[src/logic/exec_unit_defines.vh]
// Constants for the skip, swap, table-read and exclusive-OR execution unit
`ifndef EXEC_UNIT_DEFINES_VH
`define EXEC_UNIT_DEFINES_VH
// Operation codes presented on opSel
`define OP_NONE 4'h0
`define OP_SWAP_NIB 4'h1
`define OP_SKZ 4'h2
`define OP_SKZA 4'h3
`define OP_SKZBIT 4'h4
`define OP_TRD_CUR 4'h5
`define OP_TRD_LAST 4'h6
`define OP_XOR_TO_ACCUM 4'h7
`define OP_XOR_MEM 4'h8
`define OP_XOR_IMM 4'h9
// Program memory geometry: 12-bit word address, 15-bit word, 8-bit table pointer
`define PADDR_W 12
`define PAGE_W 4
`define LAST_PAGE 4'hf
`define HIGH_W 7
`define LOW_BYTE 7:0
`define HIGH_PART 14:8
`define NIB_LO 3:0
`define NIB_HI 7:4
`define ZERO_BYTE 8'h00
`define ZERO_HIGH 7'h00
`define ZERO_ADDR 12'h000
`endif

[src/logic/alu_xor_swap.v]
// Combinational data path: nibble swap, exclusive-OR and zero tests
`timescale 1ns/1ns
`include "exec_unit_defines.vh"
module alu_xor_swap (
   input wire [7:0] accIn,
   input wire [7:0] memIn,
   input wire [7:0] litIn,
   input wire useLit,
   input wire [2:0] bitSel,
   output wire [7:0] swapOut,
   output wire [7:0] xorOut,
   output wire byteZero,
   output wire bitZero,
   output wire xorZero
);
   // High nibble to low, low nibble to high
   assign swapOut = {memIn[`NIB_LO], memIn[`NIB_HI]};
   // Accumulator combined with either memory or literal
   assign xorOut = accIn ^ (useLit ? litIn : memIn);
   assign byteZero = (memIn == `ZERO_BYTE);
   assign bitZero = ~memIn[bitSel];
   assign xorZero = (xorOut == `ZERO_BYTE);
endmodule

[src/logic/skip_swap_tableread_xor_exec.v]
// Execution unit for swap, skip-if-zero, table read and exclusive-OR instructions
// Notes on behaviour
// - Swap puts memory high nibble in accumulator low, low nibble high; no flags.
// - Byte skip: zero byte discards prefetched instruction, two cycles; else one.
// - Copy-and-skip loads accumulator; zero byte also discards next instruction.
// - Bit skip: selected bit zero discards prefetched instruction, two cycles.
// - Current-page table read: low byte to memory, high part to table latch.
// - Last-page table read: same, but from the last program page.
// - XOR with memory into accumulator; only zero flag changes.
// - XOR written back to memory byte; only zero flag changes.
// - XOR with literal into accumulator; only zero flag changes.
`timescale 1ns/1ns
`include "exec_unit_defines.vh"
module skip_swap_tableread_xor_exec (
   input wire mclk,
   input wire sys_rst,
   input wire instValid,
   input wire [3:0] opSel,
   input wire [7:0] memData,
   input wire [7:0] literal,
   input wire [2:0] bitSel,
   input wire [7:0] table_pointer,
   input wire [`PAGE_W-1:0] curPage,
   input wire [14:0] progWord,
   input wire progValid,
   output reg [7:0] accumulator,
   output reg [`HIGH_W-1:0] table_high_latch,
   output reg zeroFlag,
   output reg memWrite,
   output reg [7:0] memWdata,
   output reg progRead,
   output reg [`PADDR_W-1:0] progAddr,
   output reg discardFetch,
   output reg busy
);
   // One-hot states
   localparam ST_IDLE = 3'b001;
   localparam ST_DUMMY = 3'b010;
   localparam ST_TABLE = 3'b100;

   reg [2:0] state_reg;
   reg [2:0] state_next;
   wire [7:0] swapOut;
   wire [7:0] xorOut;
   wire byteZero;
   wire bitZero;
   wire xorZero;
   wire take;
   wire skipHit;
   wire tableDone;
   wire useLit;
   wire [`PAGE_W-1:0] tablePage;

   // True for either table-read opcode
   function isTableOp;
      input [3:0] op;
      begin
         isTableOp = (op == `OP_TRD_CUR) || (op == `OP_TRD_LAST);
      end
   endfunction

   // True when a skip opcode finds its operand zero
   function skipFires;
      input [3:0] op;
      input byteZ;
      input bitZ;
      begin
         case (op)
            `OP_SKZ: skipFires = byteZ;
            `OP_SKZA: skipFires = byteZ;
            `OP_SKZBIT: skipFires = bitZ;
            default: skipFires = 1'b0;
         endcase
      end
   endfunction

   // True for the three opcodes that write the zero flag
   function isXorOp;
      input [3:0] op;
      begin
         case (op)
            `OP_XOR_TO_ACCUM: isXorOp = 1'b1;
            `OP_XOR_MEM: isXorOp = 1'b1;
            `OP_XOR_IMM: isXorOp = 1'b1;
            default: isXorOp = 1'b0;
         endcase
      end
   endfunction

   // Requests are only taken in idle; a request while busy is dropped
   assign take = instValid && (state_reg == ST_IDLE);
   assign skipHit = take && skipFires(opSel, byteZero, bitZero);
   assign tableDone = (state_reg == ST_TABLE) && progValid;
   assign useLit = (opSel == `OP_XOR_IMM);
   // Last-page read ignores the current page
   assign tablePage = (opSel == `OP_TRD_LAST) ? `LAST_PAGE : curPage;

   // Shared data path
   alu_xor_swap u_alu_xor_swap (
      .accIn(accumulator),
      .memIn(memData),
      .litIn(literal),
      .useLit(useLit),
      .bitSel(bitSel),
      .swapOut(swapOut),
      .xorOut(xorOut),
      .byteZero(byteZero),
      .bitZero(bitZero),
      .xorZero(xorZero)
   );

   // Next-state selection
   always @* begin
      state_next = state_reg;
      case (state_reg)
         ST_IDLE: begin
            if (skipHit) begin
               state_next = ST_DUMMY;
            end else if (take && isTableOp(opSel)) begin
               state_next = ST_TABLE;
            end
         end
         ST_DUMMY: begin
            state_next = ST_IDLE;
         end
         ST_TABLE: begin
            if (progValid) begin
               state_next = ST_IDLE;
            end
         end
         default: begin
            state_next = ST_IDLE;
         end
      endcase
   end

   // State register and busy level
   always @(posedge mclk or posedge sys_rst) begin
      if (sys_rst) begin
         state_reg <= ST_IDLE;
         busy <= 1'b0;
      end else begin
         state_reg <= state_next;
         busy <= (state_next != ST_IDLE);
      end
   end

   // Accumulator; the dummy cycle never reaches here since take is low
   always @(posedge mclk or posedge sys_rst) begin
      if (sys_rst) begin
         accumulator <= `ZERO_BYTE;
      end else if (take) begin
         case (opSel)
            `OP_SWAP_NIB: accumulator <= swapOut;
            `OP_SKZA: accumulator <= memData;
            `OP_XOR_TO_ACCUM: accumulator <= xorOut;
            `OP_XOR_IMM: accumulator <= xorOut;
            default: accumulator <= accumulator;
         endcase
      end
   end

   // Zero flag, written only by the exclusive-OR group
   always @(posedge mclk or posedge sys_rst) begin
      if (sys_rst) begin
         zeroFlag <= 1'b0;
      end else if (take && isXorOp(opSel)) begin
         zeroFlag <= xorZero;
      end
   end

   // Data memory write pulse and its byte
   always @(posedge mclk or posedge sys_rst) begin
      if (sys_rst) begin
         memWrite <= 1'b0;
         memWdata <= `ZERO_BYTE;
      end else begin
         memWrite <= 1'b0;
         if (take && (opSel == `OP_XOR_MEM)) begin
            memWrite <= 1'b1;
            memWdata <= xorOut;
         end else if (tableDone) begin
            memWrite <= 1'b1;
            memWdata <= progWord[`LOW_BYTE];
         end
      end
   end

   // High part of a fetched table word
   always @(posedge mclk or posedge sys_rst) begin
      if (sys_rst) begin
         table_high_latch <= `ZERO_HIGH;
      end else if (tableDone) begin
         table_high_latch <= progWord[`HIGH_PART];
      end
   end

   // Program memory request; address holds until the next table read
   always @(posedge mclk or posedge sys_rst) begin
      if (sys_rst) begin
         progRead <= 1'b0;
         progAddr <= `ZERO_ADDR;
      end else begin
         progRead <= 1'b0;
         if (take && isTableOp(opSel)) begin
            progRead <= 1'b1;
            progAddr <= {tablePage, table_pointer};
         end
      end
   end

   // One-cycle order to drop the prefetched instruction
   always @(posedge mclk or posedge sys_rst) begin
      if (sys_rst) begin
         discardFetch <= 1'b0;
      end else begin
         discardFetch <= skipHit;
      end
   end
endmodule

[config.mk]
export PLATFORM = sky130hd
export DESIGN_NAME = skip_swap_tableread_xor_exec
export DESIGN_NICKNAME = d
export VERILOG_FILES = /design/src/logic/alu_xor_swap.v /design/src/logic/skip_swap_tableread_xor_exec.v
export VERILOG_INCLUDE_DIRS = /design/src /design/src/logic
export SDC_FILE = /design/constraint.sdc
export NUM_CORES = 1
export LEC_CHECK = 0
export BUFFER_PORTS_ARGS = -buffer_cell sky130_fd_sc_hd__buf_2
export CAP_MARGIN = 20
export CORE_MARGIN = 2
export CORE_UTILIZATION = 49
export DETAILED_ROUTE_END_ITERATION = 16
export HOLD_SLACK_MARGIN = 0.05
export PLACE_DENSITY = 0.81
export SLEW_MARGIN = 20
export SYNTH_ARGS = -nofsm -noshare
export SYNTH_HDL_FRONTEND = slang
export SYNTH_HIERARCHICAL = 1
export SYNTH_SLANG_ARGS = --single-unit
[constraint.sdc]
create_clock -name mclk -period 2.7 [get_ports mclk]
set_clock_uncertainty 0.15 [all_clocks]
set_input_delay 0.27 -clock mclk [delete_from_list [all_inputs] [get_ports mclk]]
set_output_delay 0.27 -clock mclk [all_outputs]
set_load 0.01 [all_outputs]
==> Word-level counts from Yosys, hierarchy flattened <==
Index checks and enable logic that the tools add are counted.
{ "totals": {"output_inout_bits": 40, "reg_bits": 43, "wordCells": 56} }
{ "classes": {"n_reduce_logical": 15, "bitwise": 2, "muxes": 16, "n_eq_ne": 12, "n_lt_le_gt_ge": 1} }
{ "ops": {"columns": ["op", "n"], "rows": [
  ["2-to-1 mux 8 bit", 3],
  ["one-hot mux 8 bit (3 select lines)", 1],
  ["equality test 4 x 3 -> 1 bit (second input constant)", 4],
  ["logical NOT 8 bit", 2],
  ["2-to-1 mux 3 bit", 3],
  ["equality test 4 x 2 -> 1 bit (second input constant)", 2],
  ["equality test 4 bit (second input constant)", 2],
  ["bitwise XOR 8 bit", 1],
  ["logical AND 1 bit", 6],
  ["one-hot mux 3 bit (2 select lines)", 1],
  ["2-to-1 mux 1 bit", 5],
  ["equality test 4 x 1 -> 1 bit (second input constant)", 1],
  ["< comparator 3 x 4 -> 1 bit (second input constant)", 1],
  ["2-to-1 mux 4 bit", 1],
  ["OR reduction 2 bit", 2],
  ["binary-select mux 1 bit (select 3 bit)", 1],
  ["equality test 3 x 1 -> 1 bit (second input constant)", 1],
  ["equality test 3 bit (second input constant)", 1],
  ["inequality test 3 x 1 -> 1 bit (second input constant)", 1],
  ["nonzero test 3 bit", 1],
  ["OR reduction 3 bit", 1],
  ["one-hot mux 1 bit (2 select lines)", 1],
  ["AND reduction 2 bit", 1],
  ["nonzero test 2 bit", 1],
  ["2 further kinds", 2]
]} }

==> Longest topological paths before layout <==
Gate-level depths: netlist (run 1).
{ "depth": {"depth_word": 8, "depth_mapped": 10} }

==> Hierarchy <==
Netlist (run 1), hierarchy kept.
{ "modules_own_cells": {"columns": ["mod", "cells_each", "area_per_inst_um2", "instances", "seq_area_each_um2"], "rows": [
  ["skip_swap_tableread_xor_exec", 179, 2094.5, 1, 1077.3],
  ["alu_xor_swap", 34, 314.1, 1, 0.0]
]} }

==> Least setup slack after synthesis (run 1) <==
Ideal clock, no wire load.
{ "synth_timing": {"kind": "input port to flip-flop", "startpoint": "input opSel[0]", "endpoint": "register zeroFlag", "stages": 10, "arrival_time_ns": 2.086, "setup_slack_ns": 0.400, "n_path_buf": 3, "cell_sequence": "clkbuf_1 nand4bb_1 clkbuf_1 inv_1 buf_6 mux2i_1 xnor2_1 or4_1 nor2_1 mux2_2"} }
{ "synth_via": {"elab_chain_cells": 4} }
{ "synth_lines": {"columns": ["item", "line", "rtl"], "rows": [
  ["start, declared", "skip_swap_tableread_xor_exec.v:18", "input wire [3:0] opSel,"],
  ["equality test 4 bit", null, null],
  ["via useLit", "skip_swap_tableread_xor_exec.v:51", "wire useLit;"],
  ["2-to-1 mux 8 bit", "alu_xor_swap.v:19", "assign xorOut = accIn ^ (useLit ? litIn : memIn);"],
  ["bitwise XOR 8 bit", "alu_xor_swap.v:19", null],
  ["via xorOut[0]", "skip_swap_tableread_xor_exec.v:44", "wire [7:0] xorOut;"],
  ["logical NOT 8 bit (no line)", null, null],
  ["via xorZero", "skip_swap_tableread_xor_exec.v:47", "wire xorZero;"],
  ["end signal, assigned", "skip_swap_tableread_xor_exec.v:168", "zeroFlag <= xorZero;"],
  ["end, declared", "skip_swap_tableread_xor_exec.v:28", "output reg zeroFlag,"]
]} }
The timed path passes the listed nets, and every way through them passes these cells.
A chain may end at the register's enable or synchronous reset.

==> Worst setup path in the final report (run 1) <==
{ "layout_timing": {"startpoint": "input opSel[2]", "endpoint": "register zeroFlag"} }
The elaborated chain is that of the path after synthesis.

==> results of run 1 <==
[through the flow]
step	power, mW	hold slack (ns)	instances
after floorplan	1.307	0.2716	213
after global placement	1.570	0.3057	360
after detailed placement	1.593	0.1910	360
after CTS	2.107	0.05103	374
after global routing	2.222	0.05637	380
final	2.114	0.05708	380
[synth_stat cells, types with 2 or more instances]
| master | instances |
|---|---|
| buf_4 | 8 |
| o21ai_0 | 2 |
| a31oi_1 | 16 |
| mux4_2 | 2 |
| nor3_1 | 4 |
| clkbuf_1 | 7 |
| mux2_2 | 24 |
| dfrtp_1 | 42 |
| nand2b_1 | 3 |
| xnor2_1 | 9 |
| a22oi_1 | 8 |
| nand3b_1 | 3 |
| a221oi_1 | 4 |
| a221o_1 | 8 |
| nand4bb_1 | 3 |
| nor2_1 | 9 |
| a21oi_1 | 2 |
| inv_1 | 7 |
| buf_6 | 3 |
| mux2i_1 | 10 |
| or4_1 | 4 |
| and2_1 | 10 |
| nand3_1 | 8 |
[final timing paths]
check / cells past startpoint / end / slack (ns) / from
setup / recovery: 8 / zeroFlag / 0.54 / opSel[2]
hold / removal: 2 / table_high_latch[6] / 0.06 / progWord[14]
setup reg to reg: 4 / progAddr[1] / 0.61 / state_reg[0]
hold reg to reg: 1 / table_high_latch[2] / 0.36 / table_high_latch[2]
max in group asynchronous: 4 / memWdata[5] / 1.41 / sys_rst
min in group asynchronous: 3 / table_high_latch[4] / 0.41 / sys_rst
[layer usage]
metal  up-vias  track usage, %  wire [microns]
met5         -               0               0
met4         0           5.657              48
met3         4           5.962             394
met2        85           40.87            3498
met1      1060           29.83            2592
li1        996               -               -
[where the power goes]
part / leakage [nW] / internal [mW] / switching, mW / total, mW
Combinational: 0.904 / 0.346 / 0.347 / 0.693
Clock: 0.0581 / 0.276 / 0.237 / 0.513
Sequential: 0.541 / 0.800 / 0.108 / 0.908
Total: 1.50 / 1.42 / 0.692 / 2.11
[worst max-delay path, delay by kind of cell]
family	cells	cell delay [ns]
and+or+nand+nor	3	0.83
muxes	2	0.48
buffers and inverters	2	0.47
xor gates and xnor gates	1	0.19
[area by class of cell]
type                    count  area share (%)
repair buffers            112           20.48
clock inverters             3           1.406
flip-flops and latches     43           34.58
multi-input cells         142           37.63
clock buffers               5           2.209
inverters                   8           1.004
well taps                  67           2.691
[logic make-up (layout without fill, tap and decap cells)]
family | Yosys count | count (layout)
compound gates | 44 | 44
simple gates | 53 | 53
buf+inv | 28 | 128
flops | 43 | 43
mux | 36 | 36
xor+xnor | 9 | 9
[placed cells by master (no fill, tap or decap), types with 2 or more instances in the layout]
cell,n
or4_1,4
clkbuf_8,5
nand3_1,8
nand2b_1,3
a221oi_1,4
xnor2_1,9
and2_1,10
mux2i_1,10
o21ai_0,2
a31oi_1,16
a221o_1,8
mux2_2,24
mux4_2,2
buf_4,7
dfrtp_1,42
clkinv_2,2
inv_1,6
buf_2,93
a21oi_1,2
nor3_1,4
a22oi_1,8
dlygate4sd3_1,12
nand4bb_1,3
nor2_1,9
nand3b_1,3
==> impl_metrics.tcl, run 1 <==
set metrics [dict create \
    synth-async-reset-ratio_pct 100.0 \
    cpPeakStageDelay_ns 0.49 \
    utilization_pct 65.96 \
    syn_area_per_cell_sq_um 11.31 \
    setup_slack_ns 0.5443 \
    place_area_sq_um 2883 \
    drt_pre_antenna_iters 4 \
    io_pins 94 \
    numPortBuffers 93 \
    largest_registers "progAddr: 12 flops, accumulator: 8 flops, memWdata: 8 flops" \
    gp_congestion 0.8758 \
    start_util_pct 50.99 \
    synthAdderAreaFrac_pct 0 \
    yosys.area.top_type_share_pct 43.64 \
    ir_worst_vdd_mv 0.4740 \
    tns_ns 0 \
    ys_ff_latch 43 \
    clk_latency_ns 0.30 \
    cts_sinks 43 \
    finalSetupViolCount 0 \
    cp-start-kind "input port" \
    largest_register_ffs 12 \
    cts_resized 0 \
    synthMuxAreaShare_pct 17.25 \
    vias 2145 \
    cp_slowest_cell "or4_1" \
    antenna_found_initial 0 \
    synth_nets 267 \
    num-fill-cells 386 \
    cts_tree "yes" \
    fp.dieH_microns 74.11 \
    synth_simple_gate_area_share_pct 14.44 \
    outcome "completed" \
    synthFlopType "dfrtp_1" \
    p_leak_nw 1.502 \
    drt_iter0_drc 117 \
    syn_to_final_growth_pct 29.35 \
    numCtsBuffers 5 \
    synth.distinct_cells 40 \
    num_rows 25 \
    synth-compound-area-share_pct 13.71 \
    grt_pass1_vias 2084 \
    multiInputGateArea_sq_um 1172 \
    cts.htree.levels 2 \
    drive_gt1_share_pct 45.05 \
    wl_microns 6535 \
    post_cts_buffers 0 \
    seq_area_sq_um 1077 \
    rsz0062_at_grt "false" \
    worst_slew_pin_slew_ns 0.6310 \
    coreArea_sq_um 4723 \
    critPathKind "input port to flip-flop" \
    post-route-min-period_ns 2.156 \
    netlist_area_sq_um 2409 \
    path_max_fanout 8 \
    cts_hold_buf 6 \
    clock_path_buffers 2 \
    synth_area_leader_cell "dfrtp_1" \
    synth_cells 213 \
    hold_viol_final 0 \
    path_cells "buf_2 > nand4bb_1 > inv_1 > mux2i_1 > xnor2_1 > or4_1 > nor2_1 > mux2_2" \
    finalInstanceArea_sq_um 3115 \
    gr-total-overflow 0 \
    hpwl_microns 4758 \
    cp.arrival_ns 2.25 \
    path_clk_slew_ns 0.08 \
    grt_max_degree 33 \
    wl_per_cell_microns 17.20 \
    finalMaxSlewViolations 0 \
    yosysWarnings 6 \
    place_ws_ns 0.3192 \
    period_share_pct 79.84 \
    max_freq_ghz 0.4639 \
    viasPerCell 5.645 \
    antenna_cells 0 \
    die_area_sq_um 5492 \
    min_path_type "input port to flip-flop" \
    maxCapViolCount 0 \
    ant_nets 0 \
    synth-edff-count 0 \
    synthTopCellsByArea "dfrtp_1 (44%), mux2_2 (11%), a31oi_1 (4.2%), mux2i_1 (4.2%), a221o_1 (3.3%)" \
    largest_register "progAddr" \
    cts-root-buf "clkbuf_8" \
    grt_first_pass_wirelength_microns 9922 \
    grt_use_total_pct 23.65 \
    critical_path_required_ns 2.79 \
    relSlewSlack_pct 57.85 \
    synth_top_family_by_area "multiplexers" \
    nets 366 \
    powerDensity_nw_per_um2 678.5 \
    drcViolationCount 0 \
    endpoint_kind "flip-flop" \
    synth_xor_xnor_area_share_pct 3.273 \
    die_w_microns 74.11 \
    yosysSeqAreaShare_pct 44.73 \
]
No activity file was read; power rests on OpenSTA's default activity.
==> run 2: changes to the inputs <==
clock period = 2.1 ns   (was 2.7 ns; I/O delays follow)
==> run 2 against run 1 <==
Clock power up 5.7%. Sequential power up 29%. Via count up 3.3%. Critical endpoint is now discardFetch.
==> impl_metrics.tcl, run 2 (same netlist as run 1, synthesis figures left out) <==
set metrics [dict create \
    outcome "completed" \
    finalMaxSlewViolations 0 \
    largest_register_ffs 12 \
    num-fill-cells 374 \
    viasPerCell 5.551 \
    coreArea_sq_um 4723 \
    cts_tree "yes" \
    cts.htree.levels 2 \
    layout.cells.most_common "buf_2" \
    clock_path_buffers 2 \
    powerDensity_nw_per_um2 828.3 \
    hpwl_microns 4778 \
    setup_slack_ns 0.1610 \
    cts-root-buf "clkbuf_8" \
    wl_microns 6799 \
    layout_common_cells "buf_2 (93), dfrtp_1 (42), mux2_2 (24)" \
    syn_to_final_growth_pct 35.27 \
    endpoint_kind "flip-flop" \
    vias 2215 \
    post-route-min-period_ns 1.939 \
    grt_max_degree 26 \
    min_to "memWdata[4]" \
    numCtsBuffers 5 \
    grt_first_pass_wirelength_microns 10490 \
    gr-total-overflow 0 \
    post_cts_buffers 0 \
    largest_register "progAddr" \
    ant_nets 0 \
    utilization_pct 68.98 \
    start_util_pct 50.99 \
    period_share_pct 92.33 \
    nets 385 \
    r2r-start "state_reg[0]" \
    finalSetupViolCount 0 \
    die_area_sq_um 5492 \
    grt_use_total_pct 25.32 \
    cts_sinks 43 \
    cp.arrival_ns 2.03 \
    path_clk_slew_ns 0.09 \
    die_w_microns 74.11 \
    drt_pre_antenna_iters 4 \
    num_rows 25 \
    drt_iter0_drc 136 \
    antenna_found_initial 0 \
    p_leak_nw 1.576 \
    gp_congestion 0.9301 \
    antenna_cells 0 \
    worstReg2RegEnd "progAddr[0]" \
    path_max_fanout 5 \
    wl_per_cell_microns 17.04 \
    ir_worst_vdd_mv 0.5724 \
    worstHoldStart "progWord[4]" \
    largest_registers "progAddr: 12 flops, accumulator: 8 flops, memWdata: 8 flops" \
    clk_latency_ns 0.30 \
    place_ws_ns -0.01333 \
    hold_viol_final 0 \
    numPortBuffers 93 \
    maxCapViolCount 0 \
    fp.dieH_microns 74.11 \
    regToRegSetupSlack_ns 0.17 \
    rsz0062_at_grt "false" \
    cp-start-kind "input port" \
    max_freq_ghz 0.5157 \
    drcViolationCount 0 \
    min_path_type "input port to flip-flop" \
    worst_slew_pin_slew_ns 0.9372 \
    drive_gt1_share_pct 46.39 \
    grt_pass1_vias 2127 \
    relSlewSlack_pct 37.14 \
    reg2reg_depth 4 \
    critPathKind "input port to flip-flop" \
    io_pins 94 \
    min_path_cells 3 \
    critical_path_required_ns 2.19 \
]
run 2: changes by cell type in the layout (fill, tap and decap cells not counted), sizes merged:
cell and delta:
clkbuf +1, bufinv -1, buf +14, clkinvlp +1, clkinv -1, dlygate4sd3 +5
run 2: worst max-delay path: stages:
cell,delay (ns)
dlygate4sd3_1,0.53
buf_2,0.15
mux4_2,0.47
mux2i_1,0.16
nand4bb_1,0.14
a21oi_2,0.22
and2_1,0.15
run 2: worst max path at each step:
stage                from           end  slack, ns  cells after the start
2_1_floorplan    opSel[1]      zeroFlag      -0.02                     10
4_1_cts        memData[7]  discardFetch       0.09                      7
5_1_grt        memData[7]  state_reg[1]       0.07                      7
3_5_place_dp     opSel[2]      zeroFlag      -0.01                      9
3_3_place_gp     opSel[2]      zeroFlag       0.05                      9
6_report       memData[7]  discardFetch       0.16                      7
run 2: area by class of cell:
type                            instances  area [sq um]  area share, %
Clock buffer                            6         72.57          2.227
Inverter                                8         30.03         0.9217
Timing Repair Buffer                  131         805.8          24.73
Multi-Input combinational cell        142          1176          36.10
Clock inverter                          2         12.51         0.3840
Sequential cell                        43          1077          33.06
Tap cell                               67         83.83          2.573
run 2: through the flow:
step / total power [mW] / cells / hold slack, ns / area (sq um) / TNS (ns)
after CTS: 2.692 / 399 / 0.05199 / 3254 / 0
after global routing: 2.839 / 399 / 0.05136 / 3258 / 0
final: 2.699 / 399 / 0.05446 / 3258 / 0
after floorplan: 1.682 / 213 / 0.2116 / 2414 / -0.01987
after detailed placement: 2.131 / 374 / 0.1854 / 2999 / -0.01333
after global placement: 2.095 / 374 / 0.1658 / 2999 / 0
run 2: repair_timing:
item	CTS	global route
hold buffers	17	0
endpoints found under the setup margin	0	3
resized for setup	0	1
hold endpoints to repair	39	0
run 2: where the power goes:
part / switching [mW] / total, mW / internal, mW / leakage (nW)
logic: 0.469 / 0.986 / 0.517 / 0.994
clock network: 0.309 / 0.542 / 0.233 / 0.0412
registers: 0.143 / 1.17 / 1.03 / 0.541
run 2: routing by layer:
layer	vias up	part of all wire [%]	GRT usage, %	wire (microns)
met5	-	0	0	0
met4	0	1.9	7.071	126
met3	16	6.6	5.014	446
met2	122	51	42.96	3497
met1	1046	40	33.10	2729
li1	1031	-	-	-
